File: src/rdc_consts.svh
/*
  constants of the remote contact command block: timing, register
  offsets, control field positions and reset values.
  assumes a 100 MHz system clock and a 32-bit wishbone register bus.
*/
`ifndef RDC_CONSTS_SVH
`define RDC_CONSTS_SVH

// timing
`define RDC_CLK_MHZ 100
`define RDC_PULSE_MS 500
`define RDC_PULSE_CYC (`RDC_PULSE_MS * 1000 * `RDC_CLK_MHZ)
`define RDC_DEB_US 1000
`define RDC_DEB_CYC (`RDC_DEB_US * `RDC_CLK_MHZ)
`define RDC_CNT_W 26

// register byte offsets
`define RDC_ADR_CTRL 8'h00
`define RDC_ADR_CMD 8'h04
`define RDC_ADR_STAT 8'h08
`define RDC_ADR_SETP 8'h0c
`define RDC_ADR_SPD0 8'h10
`define RDC_ADR_SPDL 8'h28
`define RDC_SPD_N 7

// control register field positions
`define RDC_C_REMOTE 0
`define RDC_C_PULSE 1
`define RDC_C_REV_EN 2
`define RDC_C_SRC_DI 3
`define RDC_C_SW_EN 4
`define RDC_C_SCHEME7 5
`define RDC_C_PANEL_RUN 6
`define RDC_C_MV_ON 7

// command register field, reset values, speed schemes
`define RDC_CMD_RESET 0
`define RDC_CTRL_RST 8'h00
`define RDC_SCHEME3_MAX 3'h3

`endif

File: src/rdc_pkg.sv
/*
  types of the remote contact command block.
  assumes rdc_consts.svh is included by the design file.
*/
package rdc_pkg;

  // debounced or raw remote contacts, one bit each except the three-bit speed code sel
  typedef struct packed {
    logic fwd;
    logic rev;
    logic release_in;
    logic [2:0] sel;
    logic mode_sw;
    logic ext_reset;
    logic ext_fault1;
  } rdc_contacts_t;

  // commands handed to the drive
  typedef struct packed {
    logic run_fwd;
    logic run_rev;
    logic out_release;
    logic main_on_a;
    logic main_on_b;
    logic contactor_open;
    logic estop;
    logic fault_reset;
    logic remote;
  } rdc_cmd_t;

  typedef logic signed [15:0] rdc_sp_t;

endpackage

File: src/rdc_remote_cmd.sv
/*
  remote contact command logic: turns remote terminal strip contacts
  into run, release, setpoint, mode and fault commands for the drive.
  assumes contacts arrive synchronous-enough to be resynchronised here,
  and a classic wishbone master for configuration.
*/
// How it works
// [RULE_01] start/stop contacts act only in remote mode
// [RULE_02] one setting picks level or pulse signalling
// [RULE_03] level: forward contact runs forward if setpoint positive
// [RULE_04] level: forward plus reverse starts reverse; release stops
// [RULE_05] pulse: forward held 500 ms starts by sign
// [RULE_06] level: reverse contact starts reverse after forward
// [RULE_07] level: reverse contact released stops reverse always
// [RULE_08] pulse: reverse held 500 ms stops motor
// [RULE_09] output released only while release contact closed
// [RULE_10] main switch-on outputs ignore release contact
// [RULE_11] setpoint from three coded contacts, 3 or 7 sections
// [RULE_12] switch-over contact picks remote or panel mode
// [RULE_13] reset contact pulse clears faults like panel button
// [RULE_14] external fault 1 acts as emergency stop
// [RULE_15] external fault opens main contactor, else nothing; here ext_fault1 also raises estop
// [RULE_16] plant keeps release contact closed while running
// [RULE_17] every contact synchronised and debounced first
`timescale 1ns/100ps
`include "rdc_consts.svh"

module rdc_remote_cmd
  import rdc_pkg::*;
#(
  parameter logic [`RDC_CNT_W-1:0] DEB_CYC = `RDC_CNT_W'(`RDC_DEB_CYC),
  parameter logic [`RDC_CNT_W-1:0] PULSE_CYC =
    `RDC_CNT_W'(`RDC_PULSE_CYC)
) (
  // clock and reset
  input wire logic clk,
  input wire logic rst,
  // remote terminal strip contacts
  input wire rdc_contacts_t contact_input,
  // cabinet emergency stop button
  input wire logic estop_button,
  // wishbone slave
  input wire logic wb_cyc_i,
  input wire logic wb_stb_i,
  input wire logic wb_we_i,
  input wire logic [7:0] wb_adr_i,
  input wire logic [3:0] wb_sel_i,
  input wire logic [31:0] wb_dat_i,
  output logic [31:0] wb_dat_o,
  output logic wb_ack_o,
  // drive commands
  output rdc_cmd_t drive_cmd,
  output rdc_sp_t setpoint
);

  logic [8:0] db;
  rdc_contacts_t d;
  logic [7:0] ctrl;
  rdc_sp_t psp;
  rdc_sp_t spd [`RDC_SPD_N];
  logic fwd_d, rev_d, rst_d;
  logic [`RDC_CNT_W-1:0] fwd_cnt, rev_cnt;
  logic remote, pos, neg, fwd_fire, rev_fire;
  logic wr, spd_hit, reset_wr;
  logic [2:0] widx, code;
  logic [31:0] next_dat;
  rdc_sp_t next_sp;

  // per contact: two-stage sync, then stable-time debounce
  for (genvar i = 0; i < 9; i++) begin : g_deb
    logic s1, s2;
    logic [`RDC_CNT_W-1:0] cnt;
    always_ff @(posedge clk) begin
      if (rst) begin
        s1 <= 1'b0;
        s2 <= 1'b0;
        cnt <= '0;
        db[i] <= 1'b0;
      end else begin
        s1 <= contact_input[i];
        s2 <= s1; // see [RULE_17]
        if (s2 == db[i]) begin
          cnt <= '0;
        end else if (cnt == DEB_CYC - 1'b1) begin
          db[i] <= s2; // see [RULE_17]
          cnt <= '0;
        end else begin
          cnt <= cnt + 1'b1;
        end
      end
    end
  end

  assign d = rdc_contacts_t'(db);

  // operating mode and setpoint sign
  assign remote = ctrl[`RDC_C_SW_EN] ? d.mode_sw // see [RULE_12]
                                     : ctrl[`RDC_C_REMOTE];
  assign pos = (setpoint > 16'sh0000);
  assign neg = setpoint[15];

  // previous contact levels for edges
  always_ff @(posedge clk) begin
    if (rst) begin
      fwd_d <= 1'b0;
      rev_d <= 1'b0;
      rst_d <= 1'b0;
    end else begin
      fwd_d <= d.fwd;
      rev_d <= d.rev;
      rst_d <= d.ext_reset;
    end
  end

  // hold-time counters for pulse signalling, saturating
  always_ff @(posedge clk) begin
    if (rst) begin
      fwd_cnt <= '0;
      rev_cnt <= '0;
    end else begin
      if (!d.fwd)
        fwd_cnt <= '0;
      else if (fwd_cnt != PULSE_CYC)
        fwd_cnt <= fwd_cnt + 1'b1;
      if (!d.rev)
        rev_cnt <= '0;
      else if (rev_cnt != PULSE_CYC)
        rev_cnt <= rev_cnt + 1'b1;
    end
  end

  // one-shot when a contact has been held the full pulse time
  assign fwd_fire = d.fwd && (fwd_cnt == PULSE_CYC - 1'b1); // see [RULE_05]
  assign rev_fire = d.rev && (rev_cnt == PULSE_CYC - 1'b1); // see [RULE_08]

  // run state: release gate, local, level or pulse handling
  always_ff @(posedge clk) begin
    if (rst) begin
      drive_cmd.run_fwd <= 1'b0;
      drive_cmd.run_rev <= 1'b0;
    end else if (!d.release_in) begin
      drive_cmd.run_fwd <= 1'b0; // see [RULE_09]
      drive_cmd.run_rev <= 1'b0;
    end else if (!remote) begin
      // panel control; contacts ignored, see [RULE_01]
      drive_cmd.run_fwd <= ctrl[`RDC_C_PANEL_RUN] && pos;
      drive_cmd.run_rev <= ctrl[`RDC_C_PANEL_RUN] && neg &&
                           ctrl[`RDC_C_REV_EN];
    end else if (!ctrl[`RDC_C_PULSE]) begin // see [RULE_02]
      drive_cmd.run_fwd <= d.fwd && pos; // see [RULE_03] [RULE_04]
      if (!d.rev)
        drive_cmd.run_rev <= 1'b0; // see [RULE_07]
      else if ((d.rev && !rev_d && d.fwd) || (d.fwd && !fwd_d))
        drive_cmd.run_rev <= neg && ctrl[`RDC_C_REV_EN]; // see [RULE_06]
    end else if (rev_fire) begin
      drive_cmd.run_fwd <= 1'b0; // see [RULE_08]
      drive_cmd.run_rev <= 1'b0;
    end else if (fwd_fire) begin
      drive_cmd.run_fwd <= pos; // see [RULE_05]
      drive_cmd.run_rev <= neg && ctrl[`RDC_C_REV_EN];
    end
  end

  // release, main switch, fault and mode outputs
  always_ff @(posedge clk) begin
    if (rst) begin
      drive_cmd.out_release <= 1'b0;
      drive_cmd.main_on_a <= 1'b0;
      drive_cmd.main_on_b <= 1'b0;
      drive_cmd.contactor_open <= 1'b0;
      drive_cmd.estop <= 1'b0;
      drive_cmd.fault_reset <= 1'b0;
      drive_cmd.remote <= 1'b0;
    end else begin
      drive_cmd.out_release <= d.release_in; // see [RULE_09]
      drive_cmd.main_on_a <= ctrl[`RDC_C_MV_ON]; // see [RULE_10]
      drive_cmd.main_on_b <= ctrl[`RDC_C_MV_ON];
      drive_cmd.contactor_open <= d.ext_fault1; // see [RULE_15]
      drive_cmd.estop <= d.ext_fault1 || estop_button; // see [RULE_14]
      drive_cmd.fault_reset <= (d.ext_reset && !rst_d) || // see [RULE_13]
                               reset_wr;
      drive_cmd.remote <= remote;
    end
  end

  // setpoint from coded contacts or from the panel register
  always_comb begin
    code = d.sel;
    if (!ctrl[`RDC_C_SCHEME7] && code > `RDC_SCHEME3_MAX)
      code = `RDC_SCHEME3_MAX; // see [RULE_11]
    if (!ctrl[`RDC_C_SRC_DI])
      next_sp = psp;
    else if (code == 3'h0)
      next_sp = 16'sh0000;
    else
      next_sp = spd[3'(code - 3'h1)]; // see [RULE_11]
  end

  always_ff @(posedge clk) begin
    if (rst)
      setpoint <= 16'sh0000;
    else
      setpoint <= next_sp;
  end

  // bus decode; a write lands on the edge that sees ack high
  assign wr = wb_cyc_i && wb_stb_i && wb_we_i && wb_ack_o;
  assign spd_hit = (wb_adr_i >= `RDC_ADR_SPD0) &&
                   (wb_adr_i <= `RDC_ADR_SPDL) && (wb_adr_i[1:0] == 2'h0);
  assign widx = 3'((wb_adr_i - `RDC_ADR_SPD0) >> 2);
  assign reset_wr = wr && (wb_adr_i == `RDC_ADR_CMD) && wb_sel_i[0] &&
                    wb_dat_i[`RDC_CMD_RESET];

  // control and panel setpoint registers
  always_ff @(posedge clk) begin
    if (rst) begin
      ctrl <= `RDC_CTRL_RST;
      psp <= 16'sh0000;
    end else if (wr) begin
      if (wb_adr_i == `RDC_ADR_CTRL && wb_sel_i[0])
        ctrl <= wb_dat_i[7:0];
      if (wb_adr_i == `RDC_ADR_SETP) begin
        if (wb_sel_i[0])
          psp[7:0] <= wb_dat_i[7:0];
        if (wb_sel_i[1])
          psp[15:8] <= wb_dat_i[15:8];
      end
    end
  end

  // speed section table, one entry per section
  for (genvar j = 0; j < `RDC_SPD_N; j++) begin : g_spd
    always_ff @(posedge clk) begin
      if (rst) begin
        spd[j] <= 16'sh0000;
      end else if (wr && spd_hit && widx == 3'(j)) begin
        if (wb_sel_i[0])
          spd[j][7:0] <= wb_dat_i[7:0];
        if (wb_sel_i[1])
          spd[j][15:8] <= wb_dat_i[15:8];
      end
    end
  end

  // read mux; unmapped offsets read zero
  always_comb begin
    next_dat = 32'h0000_0000;
    case (wb_adr_i)
      `RDC_ADR_CTRL: next_dat = {24'h00_0000, ctrl};
      `RDC_ADR_STAT: next_dat = {setpoint, 2'h0, drive_cmd.remote,
                                 drive_cmd.run_rev, drive_cmd.run_fwd,
                                 drive_cmd.out_release, drive_cmd.estop,
                                 db};
      `RDC_ADR_SETP: next_dat = {16'h0000, psp};
      default: begin
        if (spd_hit)
          next_dat = {16'h0000, spd[widx]};
      end
    endcase
  end

  // one ack per request, one cycle after it is seen
  always_ff @(posedge clk) begin
    if (rst) begin
      wb_ack_o <= 1'b0;
      wb_dat_o <= 32'h0000_0000;
    end else begin
      wb_ack_o <= wb_cyc_i && wb_stb_i && !wb_ack_o;
      if (wb_cyc_i && wb_stb_i && !wb_ack_o)
        wb_dat_o <= next_dat;
    end
  end
endmodule

File: config.mk
export PLATFORM = sky130hd
export DESIGN_NAME = rdc_remote_cmd
export DESIGN_NICKNAME = d
export VERILOG_FILES = /design/src/rdc_pkg.sv /design/src/rdc_remote_cmd.sv
export VERILOG_INCLUDE_DIRS = /design/src /design/src/src
export SDC_FILE = /design/constraint.sdc
export NUM_CORES = 1
export LEC_CHECK = 0
export BUFFER_PORTS_ARGS = -buffer_cell sky130_fd_sc_hd__buf_2
export CAP_MARGIN = 0
export CORE_AREA = 2 2 208 210
export DETAILED_ROUTE_END_ITERATION = 6
export DIE_AREA = 0 0 210 212
export GPL_TIMING_DRIVEN = 0
export HOLD_SLACK_MARGIN = 0.15
export PLACE_DENSITY = 0.72
export SYNTH_ARGS = -nofsm -noshare
export SYNTH_HDL_FRONTEND = slang
export SYNTH_SLANG_ARGS = --single-unit
export TNS_END_PERCENT = 10
File: constraint.sdc
create_clock -name clk -period 2.5 [get_ports clk]
set_input_delay 0.125 -clock clk [delete_from_list [all_inputs] [get_ports clk]]
set_output_delay 0.125 -clock clk [all_outputs]
set_load 0.01 [all_outputs]
## Word-level counts from Yosys, hierarchy flattened

Memory sizes are Yosys's and may differ from the RTL's.
Cells that the tools add are included.
Widths: inputs -> output; s select.

- Bits in registers: 397
- RAM bits: 112
- Bits of input ports: 59
- Output and inout bits: 58
- Word-level logic and storage cells: 271
- Memories: 1

- $add $sub $neg: 13
- Order comparisons: 4
- Equal/unequal tests: 33
- Multiplexer cells: 72
- Bitwise gates (word level): 26
- Reduce and logical (&&, ||, !) cells: 67

Memory list:

| memory | words | width | rd ports | clocked after memory_dff | write ports | line | source |
|---|---|---|---|---|---|---|---|
| spd | 7 | 16 | 2 | 0 | 7 | rdc_remote_cmd.sv:60 | `` rdc_sp_t spd [`RDC_SPD_N]; `` |

Operators with widths:

| kind | count |
|---|---|
| $add 26x1->26 const B | 11 |
| $eq 26x17->1 const B | 9 |
| $mux 8 | 14 |
| $pmux 32 s3 | 1 |
| $eq 26x26->1 const B | 2 |
| $ne 26x26->1 const B | 2 |
| $mux 1 | 49 |
| $mux 16 | 3 |
| $logic_and 1x1->1 | 30 |
| $reduce_or 3->1 | 9 |
| $reduce_and 2->1 | 11 |
| $eq 8x4->1 const B | 2 |
| $gt 16x1->1 const B | 1 |
| $or 1x1->1 | 14 |
| $not 1->1 | 12 |
| $eq 1x1->1 | 9 |
| $eq 3x3->1 const B | 3 |
| $eq 8x3->1 const B | 1 |
| $ge 8x5->1 const B | 1 |
| $le 8x6->1 const B | 1 |
| $logic_not 8->1 | 1 |
| $mux 2 | 4 |
| $eq 3x2->1 const B | 2 |
| $logic_not 3->1 | 2 |
| 12 further kinds | 21 |

## Depth between registers and ports, before layout

- Depth after elaboration: 9
- Gate-level depth with buffers: 9
- Gate-level depth less buffers: 7

## Worst setup path before layout

No wires, ideal clock.

- Path kind: input port to flip-flop
- Start point: in wb_adr_i[3]
- End point: mem spd[1][0] (netlist bit) (enable)
- Library setup time: 0.375 ns
- Arrival: 1.865 ns
- Required time: 2.125 ns
- Slack: 0.260 ns
- Stages: 8
- Buffers on the path: 2
- Path through: buf_2 -> and2_0 -> clkbuf_1 -> nor3b_1 -> o21ai_1 -> inv_1 -> nand3_1 -> o21bai_1

RTL lines:

| what | line | source |
|---|---|---|
| start, declared | rdc_remote_cmd.sv:46 | `input wire logic [7:0] wb_adr_i,` |
| end, declared | rdc_remote_cmd.sv:60 |  |

## Final worst setup path

- Start point: reg db[5] (netlist: d[5])
- End point: reg setpoint[13]

- Word-level cells in the longest chain between the ends: 7
- Elaborated cells on any way between the ends: 8
- Those cells by class: add/sub (1); order compare (1); mux (3); reduce/logical (2); memory (1)

Ends and longest elaborated chain:

| what | line | source |
|---|---|---|
| start, declared | rdc_remote_cmd.sv:56 | `logic [8:0] db;` |
| start signal, assigned by index | rdc_remote_cmd.sv:78 | `db[i] <= 1'b0;` |
| start signal, assigned by index | rdc_remote_cmd.sv:85 | `db[i] <= s2;` |
| $gt 3x2->1 (no source line) | - |  |
| $logic_and 1x1->1 (no source line) | - |  |
| $mux 3 (*) | rdc_remote_cmd.sv:189 | `` if (!ctrl[`RDC_C_SCHEME7] && code > `RDC_SCHEME3_MAX) `` |
| $sub 3x1->3 | rdc_remote_cmd.sv:196 | `next_sp = spd[3'(code - 3'h1)];` |
| $mem_v2 7x16 | - |  |
| $mux 16 (*) | rdc_remote_cmd.sv:193 | `else if (code == 3'h0)` |
| $mux 16 (*) | rdc_remote_cmd.sv:191 | `` if (!ctrl[`RDC_C_SRC_DI]) `` |
| end signal, assigned | rdc_remote_cmd.sv:203 | `setpoint <= next_sp;` |
| end, declared | rdc_remote_cmd.sv:53 | `output rdc_sp_t setpoint` |

Mark *: on every way between the ends. The rest lies on a longest branch, timed or not.
A chain may end at the register's enable or synchronous reset.

==> results.py <==
metrics = {
    "outcome": {
        "status": "complete, but fails checks",
        "violations": "setup timing",
    },
    "route": {
        "first_pass_iters": 6,
        "drtAntennaViolNets": 0,
        "drt_iter0_drc": 1654,
        "vias_per_cell": 5.69,
        "wire_per_inst_um": 18.3,
        "dr_total_vias": 18600,
        "wirelength_um": 60000,
        "route.detailed.drc": 0,
    },
    "logic_synthesis": {
        "synth-seq-cells": 509,
        "syn_inst": 2489,
        "yosys.area.top_type": "dfxtp_1",
        "netlist_top_cells_count": "nor2_1, dfxtp_1, nand2_1, xor2_1, and2_1",
        "seq_area_frac_synth": 0.490,
        "synth-edff-count": 112,
        "yosysUniqueCellTypes": 63,
        "synthFlopType": "dfxtp_1",
        "async_flop_share": 0,
        "synth_top_area_share": 0.344,
        "yosys_warnings": 0,
        "syn_avg_cell_area_um2": 9.28,
        "synth.top_cells.by_area": "dfxtp_1, edfxtp_1, nor2_1, xor2_1, xnor2_1",
        "yosysMostFrequentCell": "nor2_1",
        "netlist_area_um2": 23100,
        "synth_fp_nets": 2561,
    },
    "finish": {
        "fin_util": 0.626,
        "drive_above_1_share": 0.0999,
        "finalInstanceArea_um2": 26600,
        "syn2layout_area_growth_pct": 15.2,
        "nNetsFinal": 2749,
        "diodes": 0,
    },
    "timing": {
        "period_needed_ns": 2.65,
        "skew_ns": 0.0269,
        "period_share": 1.06,
        "slew-limit-headroom": 0.358,
        "rsz0062_at_grt": "yes",
        "timing.fmax_mhz": 378,
        "tightest_slew_ns": 0.954,
        "slew_viol_final": 0,
        "finalSetupViolations": 55,
        "hold_ws_ns": 0.226,
        "hold_violations": 0,
        "tns_ns": -3.55,
        "worst_slack_ns": -0.146,
    },
    "setup_path": {
        "critPathKind": "register to register",
        "start_kind": "register",
        "timing.rr.end": "setpoint[13]",
        "worstPathRequired_ns": 2.99,
        "path_max_fanout": 10,
        "rr_startpoint": "d[5]",
        "cp-end-kind": "register",
        "reg2reg_depth": 6,
        "r2r_slack_ns": -0.15,
        "arrival_ns": 3.13,
    },
    "power_and_ir_drop": {
        "finalPower_mw": 17.6,
        "p_leak_nw": 9.40,
        "p_per_area_nw_per_um2": 662,
        "peakVddDrop_mv": 0.529,
    },
    "place": {
        "hpwl_um": 44200,
        "gp_congestion": 0.981,
        "place_area_um2": 24300,
        "io_buffers": 96,
    },
    "flow_run": {
        "maxCapViolCount": 0,
    },
    "clock_network": {
        "clk_path_buf_depth": 3,
        "htree_num_levels": 2,
        "clk_pin_slew_ns": 0.06,
        "post_cts.repair.setup_buffers": 0,
        "clk_latency_ns": 0.62,
        "cts_tree": "done",
        "cts-root-buf": "clkbuf_16",
        "cts_sinks": 509,
        "cts_buffers": 54,
    },
    "min_path": {
        "min_path_cells": 4,
        "min-delay-start": "wb_sel_i[1]",
        "hp-class": "input port to register",
        "whs_endpoint": "spd[3][14]",
    },
    "grt": {
        "grt_pass1_vias": 18200,
        "grt_overflow": 0,
        "grt_use_total": 0.268,
        "grt_pass1_wl_um": 94800,
        "grt_start_max_net_pins": 15,
        "antenna_found_initial": 0,
    },
    "floorplanning": {
        "fp.dieH_um": 212,
        "die_w_um": 210,
        "coreArea_um2": 42500,
        "initial_core_util": 0.543,
        "io_pins": 117,
        "rows": 76,
        "die_area_um2": 44500,
    },
}
-- logic make-up after synthesis --
group | count (synthesis) | synth area share
flip-flops | 509 | 0.490
XOR/XNOR | 258 | 0.0979
buffers and inverters | 151 | 0.0265
AO/OA/AOI/OAI | 235 | 0.0630
adder cells (fa/ha/maj) | 13 | 0.00704
AND/OR/NAND/NOR | 1206 | 0.256
multiplexers | 117 | 0.0596
-- metal layers --
metal  track usage  up-vias  routed length [um]
li1              -     8984                   -
met1         0.337     8841               25100
met3        0.0516      146                4260
met5             0        -                   0
met2         0.457      638               28300
met4         0.107        0                2360
-- sequential cells by signal (all words and copies together), names as in the netlist --
signal / count
g_deb.cnt: 234
spd: 112
wb_dat_o: 32
fwd_cnt: 26
rev_cnt: 26
psp: 16
setpoint: 16
d: 9
g_deb.s1: 9
g_deb.s2: 9
ctrl: 8
drive_cmd: 8
fwd_d: 1
rev_d: 1
rst_d: 1
wb_ack_o: 1
-- area by class of cell --
cell class | count | area (um2)
plain buffers | 112 | 477
fillers | 3548 | 15900
inverters | 38 | 143
well taps | 546 | 683
clock inverters | 28 | 320
clock buffers | 74 | 1600
repair buffers | 133 | 851
multi-input cells | 1829 | 11200
flip-flops and latches | 509 | 11300
-- stage by stage --
| stage | setup slack (ns) | cells |
|---|---|---|
| final | -0.146 | 3269 |
| after global routing | -0.189 | 3269 |
| after CTS | -0.00445 | 3269 |
| after detailed placement | -0.630 | 3131 |
| after global placement | -0.564 | 3131 |
| after floorplan | 0.260 | 2489 |
-- layout by cell type, fill, tap and decap left out, types with 38 or more instances in the layout --
| master | instances |
|---|---|
| nor2_1 | 427 |
| dfxtp_1 | 397 |
| nand2_1 | 216 |
| xor2_1 | 145 |
| and2_1 | 127 |
| buf_2 | 123 |
| xnor2_1 | 113 |
| edfxtp_1 | 112 |
| mux2i_1 | 97 |
| nand3_1 | 93 |
| o21ai_0 | 87 |
| nand4_1 | 68 |
| clkbuf_1 | 66 |
| clkbuf_16 | 57 |
| a21oi_1 | 49 |
| and3_1 | 48 |
| nor4_1 | 40 |
| nor3_1 | 40 |
| inv_1 | 38 |
-- how the worst max path moves through the flow --
stage | from | depth (start not counted) | end
final | d[5] | 6 | setpoint[13]
after detailed placement | wb_adr_i[3] | 8 | spd[2][1]
after CTS | wb_adr_i[3] | 8 | spd[0][2]
after global placement | wb_adr_i[3] | 8 | spd[0][2]
after global routing | wb_adr_i[3] | 8 | spd[0][7]
after floorplan | wb_adr_i[3] | 8 | spd[1][0]
-- worst max-delay path: stages (launching register included) --
cell and delay, ns:
dfxtp_1 0.75, nand2b_1 0.10, clkbuf_1 0.25, nand2b_1 0.31
clkbuf_1 0.52, o211ai_1 0.26, a32o_1 0.31
-- report_power, final --
part           internal (mW)  switching [mW]
registers               8.48          0.0606
clock network           5.11            3.36
logic                  0.205           0.374
total                   13.8            3.80
-- what timing repair did --
| action | in CTS | in global routing |
|---|---|---|
| resized for setup | 6 | 19 |
| hold endpoints to repair | 147 | 0 |
| setup endpoints to repair | 58 | 226 |
| hold buffers | 37 | 0 |
Power figures use the tool's default switching activity.
